$ cat src/aps_pkg.sv
package aps_pkg;

  // ----------------------------------------------------------------
  // register map (byte addresses)
  // ----------------------------------------------------------------
  localparam logic [7:0] CTRL_OFF = 8'h00;
  localparam logic [7:0] RESULT_OFF = 8'h04;
  localparam logic [7:0] STATUS_OFF = 8'h08;
  localparam logic [7:0] IRQ_STAT_OFF = 8'h0C;
  localparam logic [7:0] IRQ_MASK_OFF = 8'h10;

  // ----------------------------------------------------------------
  // control word fields
  // ----------------------------------------------------------------
  localparam int CHAN_LSB = 0;
  localparam int CHAN_W = 3;
  localparam int INT_CLK_BIT = 4;
  localparam int EXT_ACQ_BIT = 5;
  localparam int PWR_LO_BIT = 6;
  localparam int PWR_HI_BIT = 7;
  localparam int CTRL_W = 8;
  localparam logic [CTRL_W-1:0] CTRL_RESET = 8'h00;

  localparam logic [1:0] PWR_STANDBY = 2'h2;
  localparam logic [1:0] PWR_FULL_DOWN = 2'h3;

  // ----------------------------------------------------------------
  // status and interrupt fields
  // ----------------------------------------------------------------
  localparam int IRQ_DONE_BIT = 0;
  localparam int IRQ_OVERRUN_BIT = 1;
  localparam int IRQ_W = 2;
  localparam int RESULT_W = 16;
  localparam logic [31:0] ZERO_WORD = 32'h0000_0000;

  // ----------------------------------------------------------------
  // timing
  // ----------------------------------------------------------------
  localparam int CLK_PERIOD_NS = 10;
  localparam int CONV_TIME_NS = 1000;
  localparam int CONV_CYCLES = (CONV_TIME_NS + CLK_PERIOD_NS - 1) / CLK_PERIOD_NS;
  localparam int EXT_CONV_TICKS = 16;
  localparam int CNT_W = 8;

  typedef enum logic [4:0] {
    ST_SHUT = 5'h01,
    ST_STBY = 5'h02,
    ST_ON = 5'h04,
    ST_ACQ = 5'h08,
    ST_CONV = 5'h10
  } aps_state_e;

endpackage : aps_pkg

$ cat src/aps_sequencer.sv
// How it works
// RULE_01: after reset the converter runs its conversions from the externally supplied clock until software selects the internal clock.
// RULE_02: the host's initialisation switches the converter to internal clocking before normal conversions.
// RULE_03: the host writes the acquisition-mode bit as zero unless it wants externally timed acquisition.
// RULE_04: with an external reference the host may convert right after power-up without delay.
// RULE_05: with the internal reference the host waits for the reference to charge at power-up and after full power-down.
// RULE_06: a control write with power code 1,0 and internal acquisition powers up, converts once, then enters standby.
// RULE_07: the completion output goes low when a conversion ends, and the host reads the 16-bit result only after that.
// RULE_08: for full power-down the host writes 1,0, waits for the reference, then writes 1,1 to convert.
// RULE_09: in the shutdown-pin scheme the host raises shutdown, waits, writes 1,0, reads, then lowers shutdown.
// RULE_10: the host starts external acquisition by writing 1,0 with the acquisition-mode bit set, then waits.
// RULE_11: a later write with the acquisition-mode bit clear ends acquisition and starts the conversion.
// RULE_12: for external acquisition with full power-down the host starts conversion with 1,1 and the bit clear.
// RULE_13: the completion output returns high when the result is read or a new control word is written.
//
// Design decisions made here: the AHB-Lite register port and the register addresses.
`timescale 1ns/10ps
`default_nettype none
module aps_sequencer
  import aps_pkg::*;
(
  input wire logic hclk,
  input wire logic hresetn,
  input wire logic hsel,
  input wire logic [31:0] haddr,
  input wire logic [1:0] htrans,
  input wire logic hwrite,
  input wire logic [2:0] hsize,
  input wire logic [31:0] hwdata,
  input wire logic hready,
  output logic hreadyout,
  output logic hresp,
  output logic [31:0] hrdata,
  input wire logic shutdown_n,
  input wire logic ext_conv_tick,
  input wire logic [RESULT_W-1:0] adc_sample,
  output logic [CHAN_W-1:0] channel_sel,
  output logic [4:0] power_state,
  output logic conv_done_n,
  output logic irq
);

  // ----------------------------------------------------------------
  // decode helpers
  // ----------------------------------------------------------------
  function automatic logic reg_hit(input logic [31:0] addr, input logic [7:0] off);
    reg_hit = (addr[31:8] == 24'h00_0000) && (addr[7:0] == off);
  endfunction : reg_hit

  // ----------------------------------------------------------------
  // state
  // ----------------------------------------------------------------
  aps_state_e state_reg;
  aps_state_e state_next;
  logic [CTRL_W-1:0] ctrl_reg;
  logic [RESULT_W-1:0] result_reg;
  logic done_n_reg;
  logic [IRQ_W-1:0] irq_stat_reg;
  logic [IRQ_W-1:0] irq_mask_reg;
  logic wr_pend_reg;
  logic [31:0] wr_addr_reg;
  logic [31:0] hrdata_reg;

  // ----------------------------------------------------------------
  // address hits
  // ----------------------------------------------------------------
  wire logic hit_ctrl;
  wire logic hit_result;
  wire logic hit_status;
  wire logic hit_irq_stat;
  wire logic hit_irq_mask;
  wire logic [31:0] status_word;

  assign hit_ctrl = reg_hit(haddr, CTRL_OFF);
  assign hit_result = reg_hit(haddr, RESULT_OFF);
  assign hit_status = reg_hit(haddr, STATUS_OFF);
  assign hit_irq_stat = reg_hit(haddr, IRQ_STAT_OFF);
  assign hit_irq_mask = reg_hit(haddr, IRQ_MASK_OFF);
  assign status_word = {24'h00_0000, state_reg, ~ctrl_reg[INT_CLK_BIT], shutdown_n, done_n_reg}; // RULE_01

  // ----------------------------------------------------------------
  // bus decode
  // ----------------------------------------------------------------
  wire logic addr_ph;
  wire logic rd_req;
  wire logic res_rd;
  wire logic ctrl_wr_raw;
  wire logic ctrl_wr;
  wire logic stat_wr;
  wire logic mask_wr;
  wire logic [31:0] rd_mux;

  // single word slave with zero wait states, always OKAY
  assign addr_ph = hsel & htrans[1] & hready;
  assign rd_req = addr_ph & ~hwrite;
  assign res_rd = rd_req & hit_result;
  assign ctrl_wr_raw = wr_pend_reg & reg_hit(wr_addr_reg, CTRL_OFF);
  // control words are ignored while the shutdown pin holds the part off
  assign ctrl_wr = ctrl_wr_raw & shutdown_n;
  assign stat_wr = wr_pend_reg & reg_hit(wr_addr_reg, IRQ_STAT_OFF);
  assign mask_wr = wr_pend_reg & reg_hit(wr_addr_reg, IRQ_MASK_OFF);

  assign rd_mux =
    hit_ctrl ? {24'h00_0000, ctrl_reg} :
    hit_result ? {16'h0000, result_reg} :
    hit_status ? status_word :
    hit_irq_stat ? {30'h0000_0000, irq_stat_reg} :
    hit_irq_mask ? {30'h0000_0000, irq_mask_reg} :
    ZERO_WORD;

  assign hreadyout = 1'b1;
  assign hresp = 1'b0;
  assign hrdata = hrdata_reg;

  // ----------------------------------------------------------------
  // conversion control
  // ----------------------------------------------------------------
  wire logic wr_acq;
  wire logic wr_convert;
  wire logic conv_finish;
  wire logic busy;
  wire logic [1:0] pwr_code;
  wire logic overrun;
  wire logic conv_abort;
  wire logic conv_ext_mode;

  assign wr_acq = ctrl_wr & hwdata[EXT_ACQ_BIT]; // RULE_10
  assign wr_convert = ctrl_wr & ~hwdata[EXT_ACQ_BIT]; // RULE_06 RULE_11
  assign busy = (state_reg == ST_CONV);
  assign overrun = ctrl_wr & busy;
  assign pwr_code = {ctrl_reg[PWR_HI_BIT], ctrl_reg[PWR_LO_BIT]};
  // an acquisition write in mid-conversion stops the timer, so no result lands while acquiring
  assign conv_abort = ~shutdown_n | wr_acq; // RULE_11
  // clock selection comes from the word being written, so the new mode takes effect at once
  assign conv_ext_mode = wr_convert ? ~hwdata[INT_CLK_BIT] : ~ctrl_reg[INT_CLK_BIT]; // RULE_01

  aps_conv_timer u_timer (
    .hclk(hclk),
    .hresetn(hresetn),
    .start(wr_convert),
    .abort(conv_abort),
    .ext_mode(conv_ext_mode), // RULE_01
    .ext_tick(ext_conv_tick),
    .finish(conv_finish)
  );

  always_comb begin
    state_next = state_reg;
    if (!shutdown_n) begin
      state_next = ST_SHUT;
    end else if (wr_acq) begin
      state_next = ST_ACQ; // RULE_10
    end else if (wr_convert) begin
      state_next = ST_CONV; // RULE_06 RULE_11
    end else if (conv_finish) begin
      // after the conversion the power code picks the resting state
      unique case (pwr_code)
        PWR_STANDBY: state_next = ST_STBY; // RULE_06
        PWR_FULL_DOWN: state_next = ST_SHUT;
        default: state_next = ST_ON;
      endcase
    end
  end

  assign power_state = state_reg;
  assign channel_sel = ctrl_reg[CHAN_LSB +: CHAN_W];
  assign conv_done_n = done_n_reg;
  assign irq = |(irq_stat_reg & irq_mask_reg);

  // ----------------------------------------------------------------
  // registers
  // ----------------------------------------------------------------
  always_ff @(posedge hclk or negedge hresetn) begin
    if (!hresetn) begin
      wr_pend_reg <= 1'b0;
      wr_addr_reg <= ZERO_WORD;
      hrdata_reg <= ZERO_WORD;
    end else begin
      wr_pend_reg <= addr_ph & hwrite;
      wr_addr_reg <= haddr;
      hrdata_reg <= rd_req ? rd_mux : ZERO_WORD;
    end
  end

  always_ff @(posedge hclk or negedge hresetn) begin
    if (!hresetn) begin
      state_reg <= ST_STBY;
      ctrl_reg <= CTRL_RESET; // RULE_01
      irq_mask_reg <= '0;
    end else begin
      state_reg <= state_next;
      if (ctrl_wr) begin
        ctrl_reg <= hwdata[CTRL_W-1:0];
      end
      if (mask_wr) begin
        irq_mask_reg <= hwdata[IRQ_W-1:0];
      end
    end
  end

  // a finishing conversion wins over a result read in the same cycle; a control write in that cycle cancels the finish
  always_ff @(posedge hclk or negedge hresetn) begin
    if (!hresetn) begin
      done_n_reg <= 1'b1;
      result_reg <= '0;
    end else if (conv_finish) begin
      done_n_reg <= 1'b0; // RULE_07
      result_reg <= adc_sample; // RULE_07
    end else if (res_rd || ctrl_wr) begin
      done_n_reg <= 1'b1; // RULE_13
    end
  end

  always_ff @(posedge hclk or negedge hresetn) begin
    if (!hresetn) begin
      irq_stat_reg <= '0;
    end else begin
      irq_stat_reg <= (irq_stat_reg & ~(stat_wr ? hwdata[IRQ_W-1:0] : 2'h0))
                    | {overrun, conv_finish};
    end
  end

endmodule : aps_sequencer
`default_nettype wire

$ cat src/aps_conv_timer.sv
`timescale 1ns/10ps
`default_nettype none
module aps_conv_timer
  import aps_pkg::*;
(
  input wire logic hclk,
  input wire logic hresetn,
  input wire logic start,
  input wire logic abort,
  input wire logic ext_mode,
  input wire logic ext_tick,
  output logic finish
);

  logic running_reg;
  logic [CNT_W-1:0] cnt_reg;
  wire logic step;
  wire logic last;
  wire logic [CNT_W-1:0] target;

  // external clock mode advances only on externally supplied ticks
  assign step = ext_mode ? ext_tick : 1'b1;
  assign target = ext_mode ? CNT_W'(EXT_CONV_TICKS - 1) : CNT_W'(CONV_CYCLES - 1);
  assign last = (cnt_reg == target);
  assign finish = running_reg & step & last & ~start & ~abort;

  always_ff @(posedge hclk or negedge hresetn) begin
    if (!hresetn) begin
      running_reg <= 1'b0;
      cnt_reg <= '0;
    end else if (start) begin
      running_reg <= 1'b1;
      cnt_reg <= '0;
    end else if (abort || finish) begin
      running_reg <= 1'b0;
    end else if (running_reg && step) begin
      cnt_reg <= cnt_reg + CNT_W'(1);
    end
  end

endmodule : aps_conv_timer
`default_nettype wire

$ cat config.mk
export PLATFORM = sky130hd
export DESIGN_NAME = aps_sequencer
export DESIGN_NICKNAME = d
export VERILOG_FILES = /design/src/aps_pkg.sv /design/src/aps_sequencer.sv /design/src/aps_conv_timer.sv
export SDC_FILE = /design/constraint.sdc
export NUM_CORES = 1
export LEC_CHECK = 0
export BUFFER_PORTS_ARGS = -buffer_cell sky130_fd_sc_hd__buf_2
export CORE_MARGIN = 10
export CORE_UTILIZATION = 45
export CTS_CLUSTER_DIAMETER = 40
export DETAILED_ROUTE_END_ITERATION = 10
export GPL_TIMING_DRIVEN = 1
export HOLD_SLACK_MARGIN = 0.02
export PLACE_DENSITY = 0.76
export RECOVER_POWER = 100
export SYNTH_ARGS = -nofsm -noshare
export SYNTH_HDL_FRONTEND = slang
export SYNTH_SLANG_ARGS = --single-unit
$ cat constraint.sdc
create_clock -name hclk -period 4.85 [get_ports hclk]
set_input_delay 0.485 -clock hclk [delete_from_list [all_inputs] [get_ports hclk]]
set_output_delay 0.485 -clock hclk [all_outputs]
set_load 0.01 [all_outputs]
==> load_flow_metrics.sql, run 1 <==
INSERT INTO impl_metrics (metric_group, metric, value, unit) VALUES
('clock_tree', 'clock_tree.buffer_depth', '2', ''),
('floorplan', 'num_rows', '33', ''),
('final_layout', 'multi_input_comb_area', '1320', 'µm²'),
('run_status', 'run_status', 'complete, but fails checks', ''),
('yosys', 'yosysMostFrequentCell', 'sky130_fd_sc_hd__dfrtp_1', ''),
('routing', 'detailed_route_vias_per_instance', '5.28', ''),
('yosys', 'syn_avg_cell_area', '12.2', 'µm²'),
('clock_tree', 'ctsRootBufferMaster', 'sky130_fd_sc_hd__clkbuf_8', ''),
('worst_setup_path', 'endpoint_kind', 'flip-flop', ''),
('sta', 'layout_worst_path_cycle_share', '62.2', '%'),
('flow_run', 'max_cap_viol_count', '2', ''),
('pwr', 'sw_frac_of_total', '23.3', '%'),
('worst_setup_path', 'crit_arrival', '3.25', 'ns'),
('worst_setup_path', 'reg2reg_slack', '1.83', 'ns'),
('floorplan', 'design.core.area', '8260', 'µm²'),
('floorplan', 'floorplan.die_area', '12700', 'µm²'),
('run_status', 'violations', 'max-capacitance violations, max-slew violations', ''),
('yosys', 'netlist_top_cells_area', 'sky130_fd_sc_hd__dfrtp_1 58%, sky130_fd_sc_hd__buf_4 4.1%, sky130_fd_sc_hd__mux2_4 3.5%', ''),
('yosys', 'synth-edff-count', '0', ''),
('routing', 'detail_route.drc_violations', '0', ''),
('global_routing', 'groute.usage.overall', '13.8', '%'),
('yosys', 'yosys_warning_total', '0', ''),
('sta', 'skew', '0.00775', 'ns'),
('worst_setup_path', 'r2r_end', 'result_reg[0]', ''),
('yosys', 'synth.cell_area', '3850', 'µm²'),
('worst_setup_path', 'critical_path.max_stage_delay', '1.21', 'ns'),
('global_routing', 'grt_antenna_before_repair', '0', ''),
('pwr', 'net-switching-power', '0.317', 'mW'),
('clock_tree', 'tritoncts_num_sinks', '92', ''),
('worst_setup_path', 'r2r_start', 'ctrl_reg[4]', ''),
('pwr', 'power.share.clock', '37.4', '%'),
('sta', 'max_freq', '0.332', 'GHz'),
('clock_tree', 'cts_repair_resize_count', '0', ''),
('global_routing', 'pin_count_of_the_biggest_net_entering_global_routing', '54', ''),
('global_routing', 'grt_overflow_total', '0', ''),
('pwr', 'share_comb_of_total_power', '4.6', '%'),
('pwr', 'p_leak', '2.14', 'nW'),
('yosys', 'ys_top_cells_by_count', '90 x sky130_fd_sc_hd__dfrtp_1, 36 x sky130_fd_sc_hd__nand2_1, 21 x sky130_fd_sc_hd__buf_4, 18 x sky130_fd_sc_hd__nor4_1, 13 x sky130_fd_sc_hd__nor2_1', ''),
('sta', 'final_hold_viol_count', '0', ''),
('global_routing', 'grt_pass1_wl', '14.6', 'mm'),
('clock_tree', 'hold_buffers', '0', ''),
('pwr', 'max_rail_drop_vdd', '0.141', 'mV'),
('sta', 'max_transition_viols_final', '59', ''),
('yosys', 'synth_cell_type_count', '50', ''),
('final_layout', 'total_non_filler_cell_area_in_the_finished_layout', '4370', 'µm²'),
('place', 'io_buffer_count', '89', ''),
('yosys', 'dominantRegCellSynth', 'sky130_fd_sc_hd__dfrtp_1', ''),
('sta', 'worst_slew_margin_rel', '-34.9', '%'),
('pwr', 'p_int', '1.04', 'mW'),
('yosys', 'synth_async_sr_flop_share', '100', '%'),
('yosys', 'synthesis.instances', '316', ''),
('final_layout', 'antenna-diode-count', '0', ''),
('global_routing', 'grt_pass1_vias', '2978', ''),
('routing', 'detail_route.first_pass.iterations', '4', ''),
('clock_tree', 'cts_inserted_buffers', '9', ''),
('routing', 'ant_nets_after_route', '0', ''),
('place', 'placement.setup.worst_slack', '2.20', 'ns'),
('hold_path', 'hold_depth', '1', ''),
('clock_tree', 'clk_pin_slew', '0.09', 'ns'),
('sta', 'setup_viol', '0', ''),
('final_layout', 'sequential_cell_area', '2300', 'µm²'),
('yosys', 'yosysSeqAreaShare', '59.8', '%'),
('clock_tree', 'worst_skew_pair.late_latency', '0.35', 'ns'),
('routing', 'num_vias', '2714', ''),
('sta', 'final.min_clock_period', '3.02', 'ns'),
('yosys', 'synth_top_area_cell', 'sky130_fd_sc_hd__dfrtp_1', ''),
('yosys', 'synth_largest_type_area_fraction', '58.4', '%'),
('final_layout', 'largest_register_ff_count', '32', ''),
('worst_setup_path', 'cp_max_fo', '17', ''),
('sta', 'setup_tns', '0', 'ns'),
('routing', 'dr.first_iter.drc_count', '117', '');
critical path, delay by kind of cell (launching register included):
| kind | cells | cell delay (ns) |
|---|---|---|
| AND/OR/NAND/NOR | 3 | 1.77 |
| flip-flops | 1 | 0.47 |
| multiplexers | 1 | 0.45 |
| AO/OA/AOI/OAI | 1 | 0.21 |
cell usage in the layout (no fill, tap or decap), types with 5 or more instances in the layout:
master	count
sky130_fd_sc_hd__clkbuf_1	43
sky130_fd_sc_hd__buf_2	46
sky130_fd_sc_hd__mux2_2	11
sky130_fd_sc_hd__mux2i_1	8
sky130_fd_sc_hd__mux2_1	7
sky130_fd_sc_hd__inv_1	6
sky130_fd_sc_hd__clkbuf_8	9
sky130_fd_sc_hd__dfrtp_1	90
sky130_fd_sc_hd__nand3_1	7
sky130_fd_sc_hd__o211ai_1	7
sky130_fd_sc_hd__conb_1	18
sky130_fd_sc_hd__a222oi_1	5
sky130_fd_sc_hd__nand4_1	7
sky130_fd_sc_hd__and2_0	5
sky130_fd_sc_hd__nor2_1	14
sky130_fd_sc_hd__nor4_1	19
sky130_fd_sc_hd__a21oi_1	9
sky130_fd_sc_hd__or4_1	5
sky130_fd_sc_hd__nand2_1	36
stage by stage:
stage	hold WS, ns	power, mW	utilization [%]	std cells
3_5_place_dp	0.460	0.871	52.0	498
6_report	0.249	1.36	53.0	514
4_1_cts	0.0883	1.38	54.4	514
3_3_place_gp	0.453	0.869	52.0	498
2_1_floorplan	0.189	0.830	-	332
5_1_grt	0.222	1.42	53.0	514
cell type report:
type | instances | area share [%]
Tap cell | 105 | 3.00
Inverter | 6 | 0.515
Multi-Input combinational cell | 205 | 30.1
Sequential cell | 92 | 52.7
Clock buffer | 9 | 2.83
Timing Repair Buffer | 90 | 9.07
Clock inverter | 7 | 1.74
metal layers:
metal | share of wire [%] | wire [µm] | track usage [%] | up-vias
li1 | - | - | - | 1286
met1 | 45 | 3990 | 17.1 | 1328
met2 | 47 | 4150 | 22.2 | 90
met3 | 6.4 | 564 | 4.90 | 10
met4 | 1.0 | 88 | 3.89 | 0
met5 | 0 | 0 | 0 | -
kinds of logic after synthesis:
logic type	synth area share, %
mux	8.21
buf+inv	5.94
flops	59.8
other cells	0.195
fa+ha+maj	0.325
simple gates	18.7
compound gates	6.82
power groups by stage:
stage,clock network [mW],logic (mW),registers [mW]
2_1_floorplan,0,0.0273,0.802
3_3_place_gp,0,0.0647,0.804
3_5_place_dp,0,0.0662,0.805
4_1_cts,0.525,0.0662,0.790
5_1_grt,0.558,0.0711,0.792
6_report,0.509,0.0624,0.789
how the worst max path moves through the flow:
stage	from	endpoint	slack, ns	depth (start not counted)
after floorplan	ctrl_reg[4]	result_reg[10]	2.89	6
after global placement	haddr[17]	hrdata[5]	2.31	7
after detailed placement	haddr[10]	hrdata[5]	2.20	7
after CTS	wr_addr_reg[23]	u_timer.cnt_reg[1]	2.42	6
after global routing	hresetn	u_timer.cnt_reg[1]	1.34	2
final	ctrl_reg[4]	result_reg[0]	1.83	5
(Power assumes the default switching activity.)
==> inputs of run 2 (changes only) <==
clock period = 3 ns   (was 4.85 ns; I/O delays follow)
==> load_flow_metrics.sql, run 2 (synthesis results as in run 1) <==
INSERT INTO impl_metrics (metric_group, metric, value, unit) VALUES
('run_status', 'run_status', 'complete, but fails checks', ''),
('run_status', 'violations', 'max-capacitance violations, max-slew violations', ''),
('pwr', 'power', '2.13', 'mW'),
('floorplan', 'ios', '136', ''),
('global_routing', 'grt_antenna_before_repair', '0', ''),
('final_layout', 'layout_commonest_cell', 'sky130_fd_sc_hd__dfrtp_1', ''),
('worst_setup_path', 'critical_path_class', 'reg -> reg', ''),
('routing', 'detailed_route_vias_per_instance', '5.32', ''),
('pwr', 'power_per_cell_area', '488', 'nW/µm²'),
('sta', 'max_transition_viols_final', '93', ''),
('floorplan', 'die-width', '113', 'µm'),
('routing', 'dr.first_iter.drc_count', '153', ''),
('worst_setup_path', 'endpoint_kind', 'flip-flop', ''),
('place', 'io_buffer_count', '89', ''),
('sta', 'worst_slew_pin_slew', '2.18', 'ns'),
('final_layout', 'synthToLayoutAreaGrowth', '13.3', '%'),
('routing', 'ant_nets_after_route', '0', ''),
('sta', 'skew', '0.0131', 'ns'),
('sta', 'max_freq', '0.386', 'GHz'),
('place', 'final_gp_congestion', '0.816', ''),
('routing', 'detail_route.drc_violations', '0', ''),
('clock_tree', 'hold_buffers', '0', ''),
('clock_tree', 'h-tree-depth', '3', ''),
('sta', 'unrepaired_setup_endpoints_after_global_routing', 'false', ''),
('pwr', 'max_rail_drop_vdd', '0.263', 'mV'),
('floorplan', 'num_rows', '33', ''),
('final_layout', 'largest_register_ff_count', '32', ''),
('worst_setup_path', 'required', '3.23', 'ns'),
('worst_setup_path', 'crit_arrival', '2.82', 'ns'),
('sta', 'setup_tns', '0', 'ns'),
('floorplan', 'die_boundary_height', '113', 'µm'),
('place', 'place.detailed.hpwl', '6.68', 'mm'),
('clock_tree', 'clock_tree_from_tritoncts', 'built', ''),
('clock_tree', 'total_setup_buffers_inserted_after_cts', '0', ''),
('clock_tree', 'clock_tree.buffer_depth', '2', ''),
('pwr', 'p_leak', '2.14', 'nW'),
('routing', 'detail_route.wl_per_cell', '17.2', 'µm'),
('clock_tree', 'tritoncts_num_sinks', '92', ''),
('clock_tree', 'ctsRootBufferMaster', 'sky130_fd_sc_hd__clkbuf_8', ''),
('final_layout', 'antenna-diode-count', '0', ''),
('final_layout', 'fin_nets', '497', ''),
('flow_run', 'max_cap_viol_count', '1', ''),
('global_routing', 'grt_overflow_total', '0', ''),
('final_layout', 'post_route_cells_drive_above_1_share', '19.6', '%'),
('clock_tree', 'worst_skew_pair.late_latency', '0.36', 'ns'),
('floorplan', 'floorplan.die_area', '12700', 'µm²'),
('routing', 'num_vias', '2735', ''),
('clock_tree', 'cts_repair_resize_count', '0', ''),
('global_routing', 'grt_pass1_wl', '14.6', 'mm'),
('sta', 'setup_viol', '0', ''),
('clock_tree', 'cts_inserted_buffers', '9', ''),
('sta', 'layout_worst_path_cycle_share', '86.3', '%'),
('worst_setup_path', 'cp_max_fo', '17', ''),
('hold_path', 'hold_path.class', 'in -> reg', ''),
('worst_setup_path', 'worst_r2r_path_depth', '6', ''),
('hold_path', 'hold_depth', '1', ''),
('worst_setup_path', 'critical_path_startpoint_category', 'flip-flop', ''),
('floorplan', 'floorplan.initialDensity', '46.7', '%'),
('sta', 'worst_slew_margin_rel', '-45.4', '%'),
('sta', 'final_hold_viol_count', '0', ''),
('routing', 'detail_route.first_pass.iterations', '4', ''),
('routing', 'total_wirelength_of_the_detailed_routed_design', '8.84', 'mm'),
('global_routing', 'groute.usage.overall', '13.9', '%'),
('global_routing', 'pin_count_of_the_biggest_net_entering_global_routing', '93', ''),
('floorplan', 'design.core.area', '8260', 'µm²'),
('sta', 'final.min_clock_period', '2.59', 'ns'),
('clock_tree', 'clk_pin_slew', '0.10', 'ns'),
('sta', 'fin_hold_ws', '0.0542', 'ns'),
('global_routing', 'grt_pass1_vias', '2956', ''),
('final_layout', 'most-common-layout-cells', '90 x sky130_fd_sc_hd__dfrtp_1, 44 x sky130_fd_sc_hd__buf_2, 44 x sky130_fd_sc_hd__clkbuf_1', '');
## run 2: final timing paths
path | slack [ns] | start | to
setup / recovery | 0.41 | wr_addr_reg[28] | result_reg[14]
hold / removal | 0.05 | haddr[1] | wr_addr_reg[1]
setup reg to reg | 0.41 | wr_addr_reg[28] | result_reg[14]
hold reg to reg | 0.47 | result_reg[14] | hrdata[14]
max in group asynchronous | 1.14 | hresetn | wr_pend_reg
min in group asynchronous | 0.57 | hresetn | hrdata[13]
## run 2: power by group
part | switching (mW) | internal (mW) | leakage (nW)
Combinational | 0.0661 | 0.0344 | 0.845
Sequential | 0.0147 | 1.26 | 1.20
Clock | 0.444 | 0.313 | 0.0910
Total | 0.525 | 1.61 | 2.14
## run 2: worst max-delay path, cell delays in order (launching register included)
cell	delay [ns]
sky130_fd_sc_hd__dfrtp_1	0.39
sky130_fd_sc_hd__nor4_1	0.31
sky130_fd_sc_hd__nand4_1	0.19
sky130_fd_sc_hd__or2_0	0.30
sky130_fd_sc_hd__o21ai_0	0.63
sky130_fd_sc_hd__nor2_4	0.25
sky130_fd_sc_hd__mux2_1	0.39
## run 2: metal layers
layer  vias up  wire length, µm  share of wire [%]  track usage [%]
li1       1281                -                  -                -
met1      1357             3790                 43             17.0
met2        92             4380                 50             22.8
met3         5              618                7.0             4.53
met4         0               55               0.62             3.81
met5         -                0                  0                0
## run 2: cell type report
| type | instances | area (µm²) |
|---|---|---|
| Sequential cell | 92 | 2300 |
| Clock buffer | 9 | 124 |
| Timing Repair Buffer | 90 | 398 |
| Tap cell | 105 | 131 |
| Fill cell | 764 | 3890 |
| Inverter | 6 | 22.5 |
| Clock inverter | 7 | 56.3 |
| Multi-Input combinational cell | 205 | 1330 |
## run 2: metrics by stage
| step | instances | setup WS, ns | utilization (%) | instance area [µm²] |
|---|---|---|---|---|
| 5_1_grt | 514 | 0.192 | 52.9 | 4370 |
| 4_1_cts | 514 | 0.552 | 54.2 | 4480 |
| 6_report | 514 | 0.411 | 52.9 | 4370 |
| 3_5_place_dp | 498 | 0.566 | 52.0 | 4300 |
| 2_1_floorplan | 332 | 1.04 | - | 3920 |
| 3_3_place_gp | 498 | 0.633 | 52.0 | 4300 |
==> inputs of run 3 (changes only) <==
CELL_PAD_IN_SITES_DETAIL_PLACEMENT = 1   (was unset)
CELL_PAD_IN_SITES_GLOBAL_PLACEMENT = 1   (was unset)
CORE_UTILIZATION = 24   (was 45)
PLACE_DENSITY = 0.57   (was 0.76)
==> load_flow_metrics.sql, run 3 (synthesis results as in run 1) <==
INSERT INTO impl_metrics (metric_group, metric, value, unit) VALUES
('clock_tree', 'tritoncts_num_sinks', '92', ''),
('clock_tree', 'ctsRootBufferMaster', 'sky130_fd_sc_hd__clkbuf_16', ''),
('global_routing', 'groute.usage.overall', '10.2', '%'),
('sta', 'final_hold_viol_count', '0', ''),
('clock_tree', 'h-tree-depth', '3', ''),
('global_routing', 'grt_pass1_vias', '3162', ''),
('sta', 'unrepaired_setup_endpoints_after_global_routing', 'false', ''),
('place', 'post_place_cells', '615', ''),
('worst_setup_path', 'endpoint_kind', 'flip-flop', ''),
('clock_tree', 'clock_tree_from_tritoncts', 'built', ''),
('floorplan', 'design.core.area', '15800', 'µm²'),
('final_layout', 'layout_commonest_cell', 'sky130_fd_sc_hd__dfrtp_1', ''),
('place', 'io_buffer_count', '89', ''),
('sta', 'skew', '0.00876', 'ns'),
('sta', 'setup_tns', '0', 'ns'),
('clock_tree', 'cts_inserted_buffers', '9', ''),
('sta', 'max_freq', '0.405', 'GHz'),
('worst_setup_path', 'required', '3.22', 'ns'),
('final_layout', 'synthToLayoutAreaGrowth', '20.4', '%'),
('hold_path', 'hold_path.class', 'in -> reg', ''),
('routing', 'detail_route.first_pass.iterations', '4', ''),
('final_layout', 'post_route_cells_drive_above_1_share', '19.2', '%'),
('run_status', 'run_status', 'finished, final reports clean', ''),
('sta', 'layout_worst_path_cycle_share', '82.3', '%'),
('place', 'placement.setup.worst_slack', '0.536', 'ns'),
('global_routing', 'grt_antenna_before_repair', '1', ''),
('final_layout', 'total_non_filler_cell_area_in_the_finished_layout', '4640', 'µm²'),
('routing', 'dr.first_iter.drc_count', '81', ''),
('clock_tree', 'worst_skew_pair.late_latency', '0.34', 'ns'),
('clock_tree', 'total_setup_buffers_inserted_after_cts', '0', ''),
('pwr', 'power', '2.44', 'mW'),
('global_routing', 'grt_pass1_wl', '17.7', 'mm'),
('sta', 'max_transition_viols_final', '0', ''),
('worst_setup_path', 'cp_max_fo', '16', ''),
('place', 'final_gp_congestion', '0.742', ''),
('global_routing', 'grt_overflow_total', '0', ''),
('sta', 'post-route-worst-setup-slack', '0.531', 'ns'),
('floorplan', 'floorplan.die_area', '21500', 'µm²'),
('sta', 'worst_slew_margin_rel', '22.4', '%'),
('routing', 'total_wirelength_of_the_detailed_routed_design', '10.7', 'mm'),
('final_layout', 'most-common-layout-cells', '90 x sky130_fd_sc_hd__dfrtp_1, 51 x sky130_fd_sc_hd__clkbuf_1, 41 x sky130_fd_sc_hd__buf_2', ''),
('flow_run', 'max_cap_viol_count', '0', ''),
('hold_path', 'hold_depth', '1', ''),
('clock_tree', 'clock_tree.buffer_depth', '2', ''),
('clock_tree', 'clk_pin_slew', '0.07', 'ns'),
('floorplan', 'floorplan.initialDensity', '24.4', '%'),
('routing', 'detailed_route_vias_per_instance', '4.31', ''),
('place', 'placement.cell_area', '4480', 'µm²'),
('sta', 'final.min_clock_period', '2.47', 'ns'),
('worst_setup_path', 'worst_r2r_path_depth', '7', ''),
('floorplan', 'die_boundary_height', '147', 'µm'),
('routing', 'ant_nets_after_route', '0', ''),
('pwr', 'max_rail_drop_vdd', '0.332', 'mV'),
('worst_setup_path', 'critical_path_startpoint_category', 'flip-flop', ''),
('routing', 'detail_route.wl_per_cell', '16.9', 'µm'),
('floorplan', 'die-width', '147', 'µm'),
('final_layout', 'final_cells', '633', ''),
('floorplan', 'ios', '136', ''),
('sta', 'setup_viol', '0', ''),
('pwr', 'p_leak', '2.19', 'nW'),
('final_layout', 'largest_register_ff_count', '32', ''),
('sta', 'worst_slew_pin_slew', '1.16', 'ns'),
('place', 'place.detailed.hpwl', '8.43', 'mm'),
('routing', 'num_vias', '2726', ''),
('worst_setup_path', 'crit_arrival', '2.69', 'ns'),
('pwr', 'power_per_cell_area', '527', 'nW/µm²'),
('final_layout', 'fin_nets', '504', ''),
('floorplan', 'num_rows', '46', ''),
('global_routing', 'pin_count_of_the_biggest_net_entering_global_routing', '46', ''),
('worst_setup_path', 'critical_path_class', 'reg -> reg', ''),
('routing', 'detail_route.drc_violations', '0', '');
## run 3: cell types whose count changed in the layout (fill, tap and decap cells not counted), sizes merged
| cell | delta |
|---|---|
| clkinvlp | +1 |
| diode | +1 |
| clkinv | +1 |
| clkbuf | +8 |
| dlygate4sd3 | +1 |
| inv | -2 |
| buf | -2 |
## run 3: worst paths after layout
| check | startpoint | to | slack [ns] |
|---|---|---|---|
| max | wr_addr_reg[1] | result_reg[8] | 0.53 |
| min | haddr[16] | wr_addr_reg[16] | 0.08 |
| max reg2reg | wr_addr_reg[1] | result_reg[8] | 0.53 |
| min reg2reg | ctrl_reg[3] | ctrl_reg[3] | 0.48 |
| max in group asynchronous | hresetn | result_reg[5] | 0.67 |
| min in group asynchronous | hresetn | result_reg[9] | 0.70 |
## run 3: worst max-delay path, stage by stage (launching register included)
cell and delay [ns]:
sky130_fd_sc_hd__dfrtp_1 0.39, sky130_fd_sc_hd__nor4_2 0.29, sky130_fd_sc_hd__nand4_1 0.20, sky130_fd_sc_hd__or2_0 0.32, sky130_fd_sc_hd__o21ai_2 0.36, sky130_fd_sc_hd__nor2_4 0.05, sky130_fd_sc_hd__clkbuf_2 0.32, sky130_fd_sc_hd__mux2_1 0.41
## run 3: repair_timing
action / in CTS / in global routing
endpoints found under the setup margin: 0 / 0
gates resized for setup: 0 / 0
hold endpoints to repair: 43 / 0
hold buffers: 1 / 0
## run 3: layer usage
| metal | track usage, % | vias to the layer above | wire (µm) |
|---|---|---|---|
| met4 | 3.15 | 0 | 157 |
| met3 | 3.84 | 10 | 622 |
| met2 | 16.6 | 70 | 5170 |
| met1 | 12.3 | 1349 | 4770 |
| li1 | - | 1297 | - |
| met5 | 0 | - | 0 |
## run 3: cell type report
type,instances,area [µm²]
clock buffer,9,225
sequential,92,2300
timing repair buffer,97,429
fill,1812,11200
inverter,6,22.5
clock inverter,7,50.0
tap,216,270
multi-input combinational,205,1340
antenna,1,2.50
## run 3: power by group
| group | switching (mW) | total, mW | leakage [nW] | internal [mW] |
|---|---|---|---|---|
| registers | 0.0154 | 1.28 | 1.20 | 1.26 |
| clock network | 0.495 | 1.06 | 0.134 | 0.566 |
| logic | 0.0701 | 0.106 | 0.855 | 0.0359 |
| total | 0.580 | 2.44 | 2.19 | 1.86 |
## run 3: per-stage QoR
stage          utilization, %  hold WS, ns
3_3_place_gp             28.3        0.333
6_report                 29.3       0.0754
5_1_grt                  29.3       0.0549
2_1_floorplan               -      0.00441
3_5_place_dp             28.3        0.335
4_1_cts                  30.1       0.0597
